## src/tec_pkg.sv

```systemverilog
package tec_pkg;
    localparam int unsigned CLK_HZ = 10000000;
    // register indices on the plain register port
    localparam logic [3:0] ADDR_MODE = 4'h0;
    localparam logic [3:0] ADDR_CTRL = 4'h1;
    localparam logic [3:0] ADDR_PRESCALE = 4'h2;
    localparam logic [3:0] ADDR_PERIOD = 4'h3;
    localparam logic [3:0] ADDR_DUTY = 4'h4;
    localparam logic [3:0] ADDR_COUNT = 4'h5;
    localparam logic [3:0] ADDR_CAP_A = 4'h6;
    localparam logic [3:0] ADDR_CAP_B = 4'h7;
    localparam logic [3:0] ADDR_STATUS = 4'h8;
    localparam logic [3:0] ADDR_TRIG = 4'h9;
    // mode register fields
    localparam int unsigned MODE_OP_LO = 0;
    localparam int unsigned MODE_FN_LO = 2;
    // control register fields
    localparam int unsigned CTRL_PAD_IS_CAPTURE = 0;
    localparam int unsigned CTRL_EDGE_RISE = 1;
    localparam int unsigned CTRL_EDGE_FALL = 2;
    localparam int unsigned CTRL_OUT_INIT = 3;
    localparam logic [15:0] RESET_PERIOD = 16'hffff;
    localparam logic [15:0] RESET_DUTY = 16'h0000;
    localparam logic [2:0] RESET_PRESCALE = 3'h0;
    localparam logic [3:0] RESET_CTRL = 4'h2;
    localparam int unsigned FILTER_SAMPLES = 2;
    localparam int unsigned EVENT_START_EDGES = 2;
    typedef enum logic [1:0] {
        TEC_OP_STOP, TEC_OP_FREE, TEC_OP_CLEAR_EDGE, TEC_OP_CLEAR_MATCH
    } tec_op_type;
    typedef enum logic [2:0] {
        TEC_FN_INTERVAL, TEC_FN_EVENT, TEC_FN_PULSE_WIDTH, TEC_FN_SQUARE,
        TEC_FN_PPG, TEC_FN_ONESHOT
    } tec_fn_type;
endpackage : tec_pkg

```

## src/tec_timer.sv

```systemverilog
// The register offsets and the strobed register port are this design's own decisions.
`timescale 1ns/1ns
module tec_timer
    import tec_pkg::*;
(
    input wire logic clk_sys,
    input wire logic rst,
    input wire logic [3:0] reg_addr,
    input wire logic [15:0] reg_wdata,
    input wire logic reg_wr,
    input wire logic reg_rd,
    output logic [15:0] reg_rdata,
    input wire logic primary_edge_input,
    input wire logic shared_pad_in,
    output logic shared_pad_out,
    output logic shared_pad_oe
);
    logic [15:0] up_counter16_reg, up_counter16_next;
    logic [15:0] period_compare_reg, period_compare_next;
    logic [15:0] duty_compare_reg, duty_compare_next;
    logic [15:0] cap_a_reg, cap_a_next, cap_b_reg, cap_b_next;
    logic [15:0] rdata_reg, rdata_next;
    logic [4:0] mode_reg, mode_next;
    logic [3:0] capture_compare_ctrl_reg, capture_compare_ctrl_next;
    logic [2:0] prescaler_select_reg, prescaler_select_next;
    logic [7:0] pre_cnt_reg, pre_cnt_next;
    logic [1:0] pe_sync_reg, sc_sync_reg;
    logic pe_last_reg, pe_last_next;
    logic [1:0] pf_hist_reg, pf_hist_next, sf_hist_reg, sf_hist_next;
    logic pf_arm_reg, pf_arm_next, sf_arm_reg, sf_arm_next;
    logic [1:0] ev_edges_reg, ev_edges_next;
    logic out_reg, out_next;
    logic oneshot_run_reg, oneshot_run_next;
    logic ovf_reg, ovf_next;
    tec_op_type op;
    tec_fn_type fn;
    logic pre_tick, pe_fast_edge, pf_capture, sf_capture, oneshot_trigger_bit;
    logic running, cnt_step, match_period, match_duty, pad_capture, sc_level;

    assign op = tec_op_type'(mode_reg[MODE_OP_LO +: 2]);
    assign fn = tec_fn_type'(mode_reg[MODE_FN_LO +: 3]);
    assign running = (op != TEC_OP_STOP);
    assign pad_capture = capture_compare_ctrl_reg[CTRL_PAD_IS_CAPTURE];
    // gated after the synchroniser so no logic sits ahead of the first flop
    assign sc_level = sc_sync_reg[1] && pad_capture;
    assign oneshot_trigger_bit = reg_wr && (reg_addr == ADDR_TRIG) && reg_wdata[0];
    assign pre_tick = (pre_cnt_next == 8'h00);
    assign match_period = (up_counter16_reg == period_compare_reg);
    assign match_duty = (up_counter16_reg == duty_compare_reg);

    // pad direction chosen by one bit so both functions can never be live together
    assign shared_pad_oe = !pad_capture;
    assign shared_pad_out = pad_capture ? 1'b0 : out_reg;
    assign reg_rdata = rdata_reg;

    // pins cross into the clock domain through two flops before any logic
    always_ff @(posedge clk_sys) begin
        if (rst) begin
            pe_sync_reg <= 2'h0;
            sc_sync_reg <= 2'h0;
        end else begin
            pe_sync_reg <= {pe_sync_reg[0], primary_edge_input};
            sc_sync_reg <= {sc_sync_reg[0], shared_pad_in};
        end
    end

    function automatic logic edge_ok(input logic prev, input logic now, input logic [3:0] c);
        edge_ok = (c[CTRL_EDGE_RISE] && !prev && now) || (c[CTRL_EDGE_FALL] && prev && !now);
    endfunction : edge_ok

    always_comb begin
        pre_cnt_next = pre_cnt_reg + 8'h01;
        if (!running) pre_cnt_next = 8'h00;
        else if (pre_cnt_reg == ((8'h01 << prescaler_select_reg) - 8'h01)) pre_cnt_next = 8'h00;
        pe_last_next = pe_sync_reg[1];
        pe_fast_edge = edge_ok(pe_last_reg, pe_sync_reg[1], capture_compare_ctrl_reg);
        pf_hist_next = pf_hist_reg;
        sf_hist_next = sf_hist_reg;
        pf_arm_next = pf_arm_reg;
        sf_arm_next = sf_arm_reg;
        pf_capture = 1'b0;
        sf_capture = 1'b0;
        // capture path samples at the prescaled rate so short glitches vanish
        if (pre_tick) begin
            pf_hist_next = {pf_hist_reg[0], pe_sync_reg[1]};
            sf_hist_next = {sf_hist_reg[0], sc_level};
            if (edge_ok(pf_hist_reg[0], pe_sync_reg[1], capture_compare_ctrl_reg))
                pf_arm_next = 1'b1;
            else if (pf_arm_reg && (pe_sync_reg[1] == pf_hist_reg[0])) begin
                pf_arm_next = 1'b0;
                pf_capture = 1'b1;
            end else pf_arm_next = 1'b0;
            if (edge_ok(sf_hist_reg[0], sc_level, capture_compare_ctrl_reg))
                sf_arm_next = 1'b1;
            else if (sf_arm_reg && (sc_level == sf_hist_reg[0])) begin
                sf_arm_next = 1'b0;
                sf_capture = 1'b1;
            end else sf_arm_next = 1'b0;
        end
        // both-edge selection on the capture path takes no capture
        if (capture_compare_ctrl_reg[CTRL_EDGE_RISE] && capture_compare_ctrl_reg[CTRL_EDGE_FALL]) begin
            pf_capture = 1'b0;
            sf_capture = 1'b0;
        end
    end

    always_comb begin
        mode_next = mode_reg;
        capture_compare_ctrl_next = capture_compare_ctrl_reg;
        prescaler_select_next = prescaler_select_reg;
        period_compare_next = period_compare_reg;
        duty_compare_next = duty_compare_reg;
        up_counter16_next = up_counter16_reg;
        cap_a_next = cap_a_reg;
        cap_b_next = cap_b_reg;
        ev_edges_next = ev_edges_reg;
        out_next = out_reg;
        oneshot_run_next = oneshot_run_reg;
        ovf_next = ovf_reg;
        cnt_step = 1'b0;
        if (running) begin
            if (fn == TEC_FN_EVENT) begin
                // first two edges only arm the counter
                if (pe_fast_edge) begin
                    if (ev_edges_reg < 2'(EVENT_START_EDGES)) ev_edges_next = ev_edges_reg + 2'h1;
                    else cnt_step = 1'b1;
                end
            end else cnt_step = pre_tick;
        end
        if (cnt_step) begin
            up_counter16_next = up_counter16_reg + 16'h0001;
            if (up_counter16_reg == 16'hffff) ovf_next = 1'b1;
            if (((op == TEC_OP_CLEAR_MATCH) || (fn == TEC_FN_PPG)) && match_period)
                up_counter16_next = 16'h0000;
            unique case (fn)
                TEC_FN_SQUARE: if (match_period) out_next = !out_reg;
                TEC_FN_PPG: begin
                    if (match_duty) out_next = 1'b0;
                    if (match_period) out_next = 1'b1;
                end
                TEC_FN_ONESHOT: if (oneshot_run_reg) begin
                    if (match_duty) out_next = 1'b1;
                    if (match_period) begin
                        out_next = 1'b0;
                        oneshot_run_next = 1'b0;
                    end
                end
                default: ;
            endcase
        end
        // the pin edge stays live in one-shot, so it restarts the pulse too
        if (running && (fn == TEC_FN_ONESHOT) && (oneshot_trigger_bit || pe_fast_edge)) begin
            up_counter16_next = 16'h0000;
            oneshot_run_next = 1'b1;
        end else if (running && (op == TEC_OP_CLEAR_EDGE) && pe_fast_edge && fn != TEC_FN_EVENT)
            up_counter16_next = 16'h0000;
        if (running && (fn == TEC_FN_PULSE_WIDTH)) begin
            // one full wrap is the longest width; a capture into cap_a_reg clears ovf, so only a wrap in its own cycle stays flagged
            if (pf_capture) begin
                cap_a_next = up_counter16_reg;
                // a wrap in the same cycle wins over the clear
                ovf_next = cnt_step && (up_counter16_reg == 16'hffff);
            end
            if (sf_capture) cap_b_next = up_counter16_reg;
        end
        if (!running) begin
            up_counter16_next = 16'h0000;
            ev_edges_next = 2'h0;
            oneshot_run_next = 1'b0;
            out_next = capture_compare_ctrl_reg[CTRL_OUT_INIT];
        end
        if (reg_wr) begin
            unique case (reg_addr)
                ADDR_MODE: mode_next = reg_wdata[4:0];
                ADDR_CTRL: capture_compare_ctrl_next = reg_wdata[3:0];
                ADDR_PRESCALE: prescaler_select_next = reg_wdata[2:0];
                ADDR_PERIOD: period_compare_next = reg_wdata;
                ADDR_DUTY: duty_compare_next = reg_wdata;
                default: ;
            endcase
        end
    end

    always_comb begin
        rdata_next = 16'h0000;
        if (reg_rd) begin
            unique case (reg_addr)
                ADDR_MODE: rdata_next = {11'h000, mode_reg};
                ADDR_CTRL: rdata_next = {12'h000, capture_compare_ctrl_reg};
                ADDR_PRESCALE: rdata_next = {13'h0000, prescaler_select_reg};
                ADDR_PERIOD: rdata_next = period_compare_reg;
                ADDR_DUTY: rdata_next = duty_compare_reg;
                ADDR_COUNT: rdata_next = up_counter16_reg;
                ADDR_CAP_A: rdata_next = cap_a_reg;
                ADDR_CAP_B: rdata_next = cap_b_reg;
                ADDR_STATUS: rdata_next = {13'h0000, ovf_reg, oneshot_run_reg, out_reg};
                default: rdata_next = 16'h0000;
            endcase
        end
    end

    always_ff @(posedge clk_sys) begin
        if (rst) begin
            up_counter16_reg <= 16'h0000;
            period_compare_reg <= RESET_PERIOD;
            duty_compare_reg <= RESET_DUTY;
            cap_a_reg <= 16'h0000;
            cap_b_reg <= 16'h0000;
            rdata_reg <= 16'h0000;
            mode_reg <= 5'h00;
            capture_compare_ctrl_reg <= RESET_CTRL;
            prescaler_select_reg <= RESET_PRESCALE;
            pre_cnt_reg <= 8'h00;
            pe_last_reg <= 1'b0;
            pf_hist_reg <= 2'h0;
            sf_hist_reg <= 2'h0;
            pf_arm_reg <= 1'b0;
            sf_arm_reg <= 1'b0;
            ev_edges_reg <= 2'h0;
            out_reg <= 1'b0;
            oneshot_run_reg <= 1'b0;
            ovf_reg <= 1'b0;
        end else begin
            up_counter16_reg <= up_counter16_next;
            period_compare_reg <= period_compare_next;
            duty_compare_reg <= duty_compare_next;
            cap_a_reg <= cap_a_next;
            cap_b_reg <= cap_b_next;
            rdata_reg <= rdata_next;
            mode_reg <= mode_next;
            capture_compare_ctrl_reg <= capture_compare_ctrl_next;
            prescaler_select_reg <= prescaler_select_next;
            pre_cnt_reg <= pre_cnt_next;
            pe_last_reg <= pe_last_next;
            pf_hist_reg <= pf_hist_next;
            sf_hist_reg <= sf_hist_next;
            pf_arm_reg <= pf_arm_next;
            sf_arm_reg <= sf_arm_next;
            ev_edges_reg <= ev_edges_next;
            out_reg <= out_next;
            oneshot_run_reg <= oneshot_run_next;
            ovf_reg <= ovf_next;
        end
    end
endmodule : tec_timer

```

## config.mk

```make
export PLATFORM = sky130hd
export DESIGN_NAME = tec_timer
export DESIGN_NICKNAME = d
export VERILOG_FILES = /design/src/tec_pkg.sv /design/src/tec_timer.sv
export SDC_FILE = /design/constraint.sdc
export NUM_CORES = 1
export LEC_CHECK = 0
export BUFFER_PORTS_ARGS = -buffer_cell sky130_fd_sc_hd__buf_4
export CORE_MARGIN = 5
export CORE_UTILIZATION = 60
export DETAILED_ROUTE_END_ITERATION = 8
export GPL_TIMING_DRIVEN = 0
export PLACE_DENSITY = 0.84
export SYNTH_ARGS = -nofsm -noshare
export SYNTH_HDL_FRONTEND = slang
export SYNTH_SLANG_ARGS = --single-unit
```

## constraint.sdc

```tcl
create_clock -name clk_sys -period 4.6 [get_ports clk_sys]
set_clock_uncertainty 0.2 [all_clocks]
set_input_delay 0.46 -clock clk_sys [delete_from_list [all_inputs] [get_ports clk_sys]]
set_output_delay 0.46 -clock clk_sys [all_outputs]
set_load 0.02 [all_outputs]
```

==> summary.md <==
| Metric | Value |
|---|---|
| #FFs+latches synth | `130` |
| RSZ-0062 raised after global routing | `false` |
| Vias in the first global route | `5789` |
| Grt ovf | `0` |
| Sequential-to-total area share from yosys stat | `41.2%` |
| FF-to-FF Start | `prescaler_select_reg[1]` |
| DRC | `0` |
| Max H-tree Level | `4` |
| Area contributors post-synth | `dfxtp_1, mux2i_1, a21oi_1` |
| CTS Buffer Depth | `2` |
| Tcrit/Tclk final | `82.2%` |
| Clock Pin Slew Worst Setup and Hold Paths | `0.06 ns` |
| Max-Slew Margin vs Limit | `25.5%` |
| Post-CTS resize count | `0` |
| Layout cells sized above 1 | `11.8%` |
| Hold crit path type | `in -> reg` |
| Nets | `838` |
| Final ANT Viol Nets | `0` |
| WHS Path Cells | `3` |
| Required @ worst endpoint | `4.86 ns` |
| Critical Path AT | `4.04 ns` |
| Final Wtd Congestion | `0.906` |
| Power Density | `354 nW/um^2` |
| CTS tree | `yes` |
| Netlist cell types | `60` |
| Final WL | `19500 um` |
| CTS root buf | `clkbuf_8` |
| Final core utilization | `73.3%` |
| TNS Setup | `0 ns` |
| TritonCTS Buffers | `17` |
| Cell Area, Synth | `6320 sq um` |
| Worst reg2reg path endpoint | `up_counter16_reg[2]` |
| Clk_lat worst skew | `0.54 ns` |
| Synth Area in Adders | `0.594%` |
| Commonest cells after routing, fill and taps aside | `dfxtp_1, nor2_1, nand2_1, a21oi_1, clkbuf_1` |
| # clock sinks | `130` |
| WHS Endpoint | `duty_compare_reg[2]` |
| Largest family of logic cells by synthesized area | `simple AND/OR/NAND/NOR gates` |
| Largest net degree at the start of global routing | `17` |
| Post-synth net total | `762` |
| Final WS setup | `0.820 ns` |
| Layout area overhead | `19.8%` |
| Hold Crit Start | `reg_wdata[2]` |
| Port buffer count | `42` |
| Top cell type's share of synthesized area | `41.2%` |
| Post-Synth XOR/XNOR Area | `6.23%` |
| Critical Path Sink Type | `flip-flop` |
| Die W | `113 um` |
| R2R depth | `13` |
| Post-Synthesis Cells | `733` |
| Area leader, netlist | `dfxtp_1` |
| Leakage | `2.65 nW` |
| Mux cell area share after synthesis | `8.13%` |
| CP Launch Point | `prescaler_select_reg[1]` |
| WL/cell | `20.4 um` |
| Synth Area in Simple Gates | `21.9%` |
| Post-DR vias/cell | `6.34` |
| Ys Warns | `0` |
| Status | `finished, final reports clean` |
| Die ar. | `12700 sq um` |
| Global Route Usage Sum | `30.5%` |
| Number of synthesized flops with an enable pin | `0` |
| Vias | `6072` |
| I/O pins | `44` |
| Number of placement rows | `37` |
| Min Hold Slack | `0.0262 ns` |
| Ys async rst share | `0%` |
| Antenna violations before repair | `0` |
| FF-to-FF setup slack | `0.82 ns` |
| Dominant synthesized flop cell | `dfxtp_1` |
| Crit start category | `flip-flop` |
| Die H | `113 um` |
| First-pass GRT wire length | `30400 um` |
| Endpoints failing setup | `0` |
| Starting Density | `61.2%` |
| Fmax | `0.265 GHz` |
| Max-cap violations | `0` |
| Syn Area/Cell | `8.63 sq um` |
| Min Tclk post-route | `3.78 ns` |
| Worst Tran Pin Value | `1.11 ns` |
| Final total power | `2.68 mW` |
| CP Class | `reg -> reg` |
| DR iter-0 viols | `722` |
| DRT Pass-1 Iters | `7` |
| Post-place setup slack | `0.921 ns` |
| Hold Fails Final Rpt | `0` |
| Crit Path Max Fanout | `10` |
| Synth Area in Compound Gates | `17.1%` |
| Pins Over Slew Limit | `0` |
| Worst vdd ir | `0.000351 V` |
| Commonest non-fill, non-tap cell in the layout | `dfxtp_1` |
| Antenna diodes | `0` |
| CORE AREA | `10300 sq um` |
| DP HPWL | `13800 um` |
## synth_stat cells, types with 2 or more instances
master / n
a211o_1: 17
a21oi_1: 60
a221oi_1: 4
a222oi_1: 11
a22oi_1: 18
a311oi_4: 2
a31o_2: 2
a31oi_1: 7
and2_1: 2
and3_1: 22
and4_1: 3
buf_1: 3
buf_2: 6
buf_6: 3
clkbuf_1: 50
dfxtp_1: 130
ha_1: 3
inv_1: 10
mux2_2: 3
mux2i_1: 48
nand2_1: 65
nand2b_1: 2
nand3_1: 18
nand3b_1: 4
nand4_1: 8
nand4bb_1: 3
nor2_1: 77
nor2b_1: 16
nor3_1: 12
nor3b_1: 3
nor4_1: 7
o211ai_1: 2
o21ai_0: 26
or3_1: 14
or3b_1: 4
xnor2_1: 24
xor2_1: 21
## layout make-up
cell class,instances,area (sq um)
clock inverters,9,126
flip-flops and latches,130,2600
plain buffers,63,270
clock buffers,23,487
inverters,10,37.5
repair buffers,57,465
multi-input cells,530,3410
fillers,781,2750
well taps,136,170
## power breakdown
part | internal, mW | switching [mW]
Sequential | 1.14 | 0.0110
Combinational | 0.0558 | 0.0864
Clock | 0.895 | 0.493
Total | 2.09 | 0.591
## layer usage
metal | part of all wire, % | vias up | routed length (um) | GRT usage, %
met5 | 0 | - | 0 | 0
met1 | 41 | 2904 | 8090 | 41.0
met2 | 45 | 342 | 8860 | 47.8
li1 | - | 2765 | - | -
met4 | 2.7 | 0 | 522 | 11.5
met3 | 10 | 61 | 2020 | 7.06
## cells by family after synthesis
logic type               count (synthesis)
AO/OA/AOI/OAI                          160
XOR/XNOR                                45
adder cells (fa/ha/maj)                  3
buffers and inverters                   73
flip-flops                             130
multiplexers                            51
AND/OR/NAND/NOR                        271
## critical path, stage by stage, from the launching register on
cell,delay (ns)
dfxtp_1,0.31
buf_2,0.19
or3_4,0.36
ha_1,0.20
buf_2,0.17
or3_1,0.34
a21oi_1,0.19
o211ai_1,0.12
or3_1,0.32
buf_2,0.17
a311o_1,0.38
buf_2,0.23
or3b_1,0.39
a21oi_1,0.13
## worst max-delay path by stage
stage                     slack, ns                   to
after global placement         1.05  up_counter16_reg[2]
final                          0.82  up_counter16_reg[2]
after CTS                      0.87        cap_a_reg[13]
after detailed placement       0.92        cap_a_reg[13]
after floorplan                1.29        cap_a_reg[14]
after global routing           0.63         cap_a_reg[9]
## what timing repair did
item	4_1_cts	5_1_grt
setup buffers	0	0
hold endpoints to repair	17	0
hold buffers	15	0
## through the flow
stage | instances | cell area [sq um]
floorplan | 733 | 6320
global placement | 911 | 6810
detailed placement | 911 | 6810
CTS | 958 | 7570
global route | 958 | 7570
finish | 958 | 7570
Note: power is estimated with default switching activity, not from simulation.
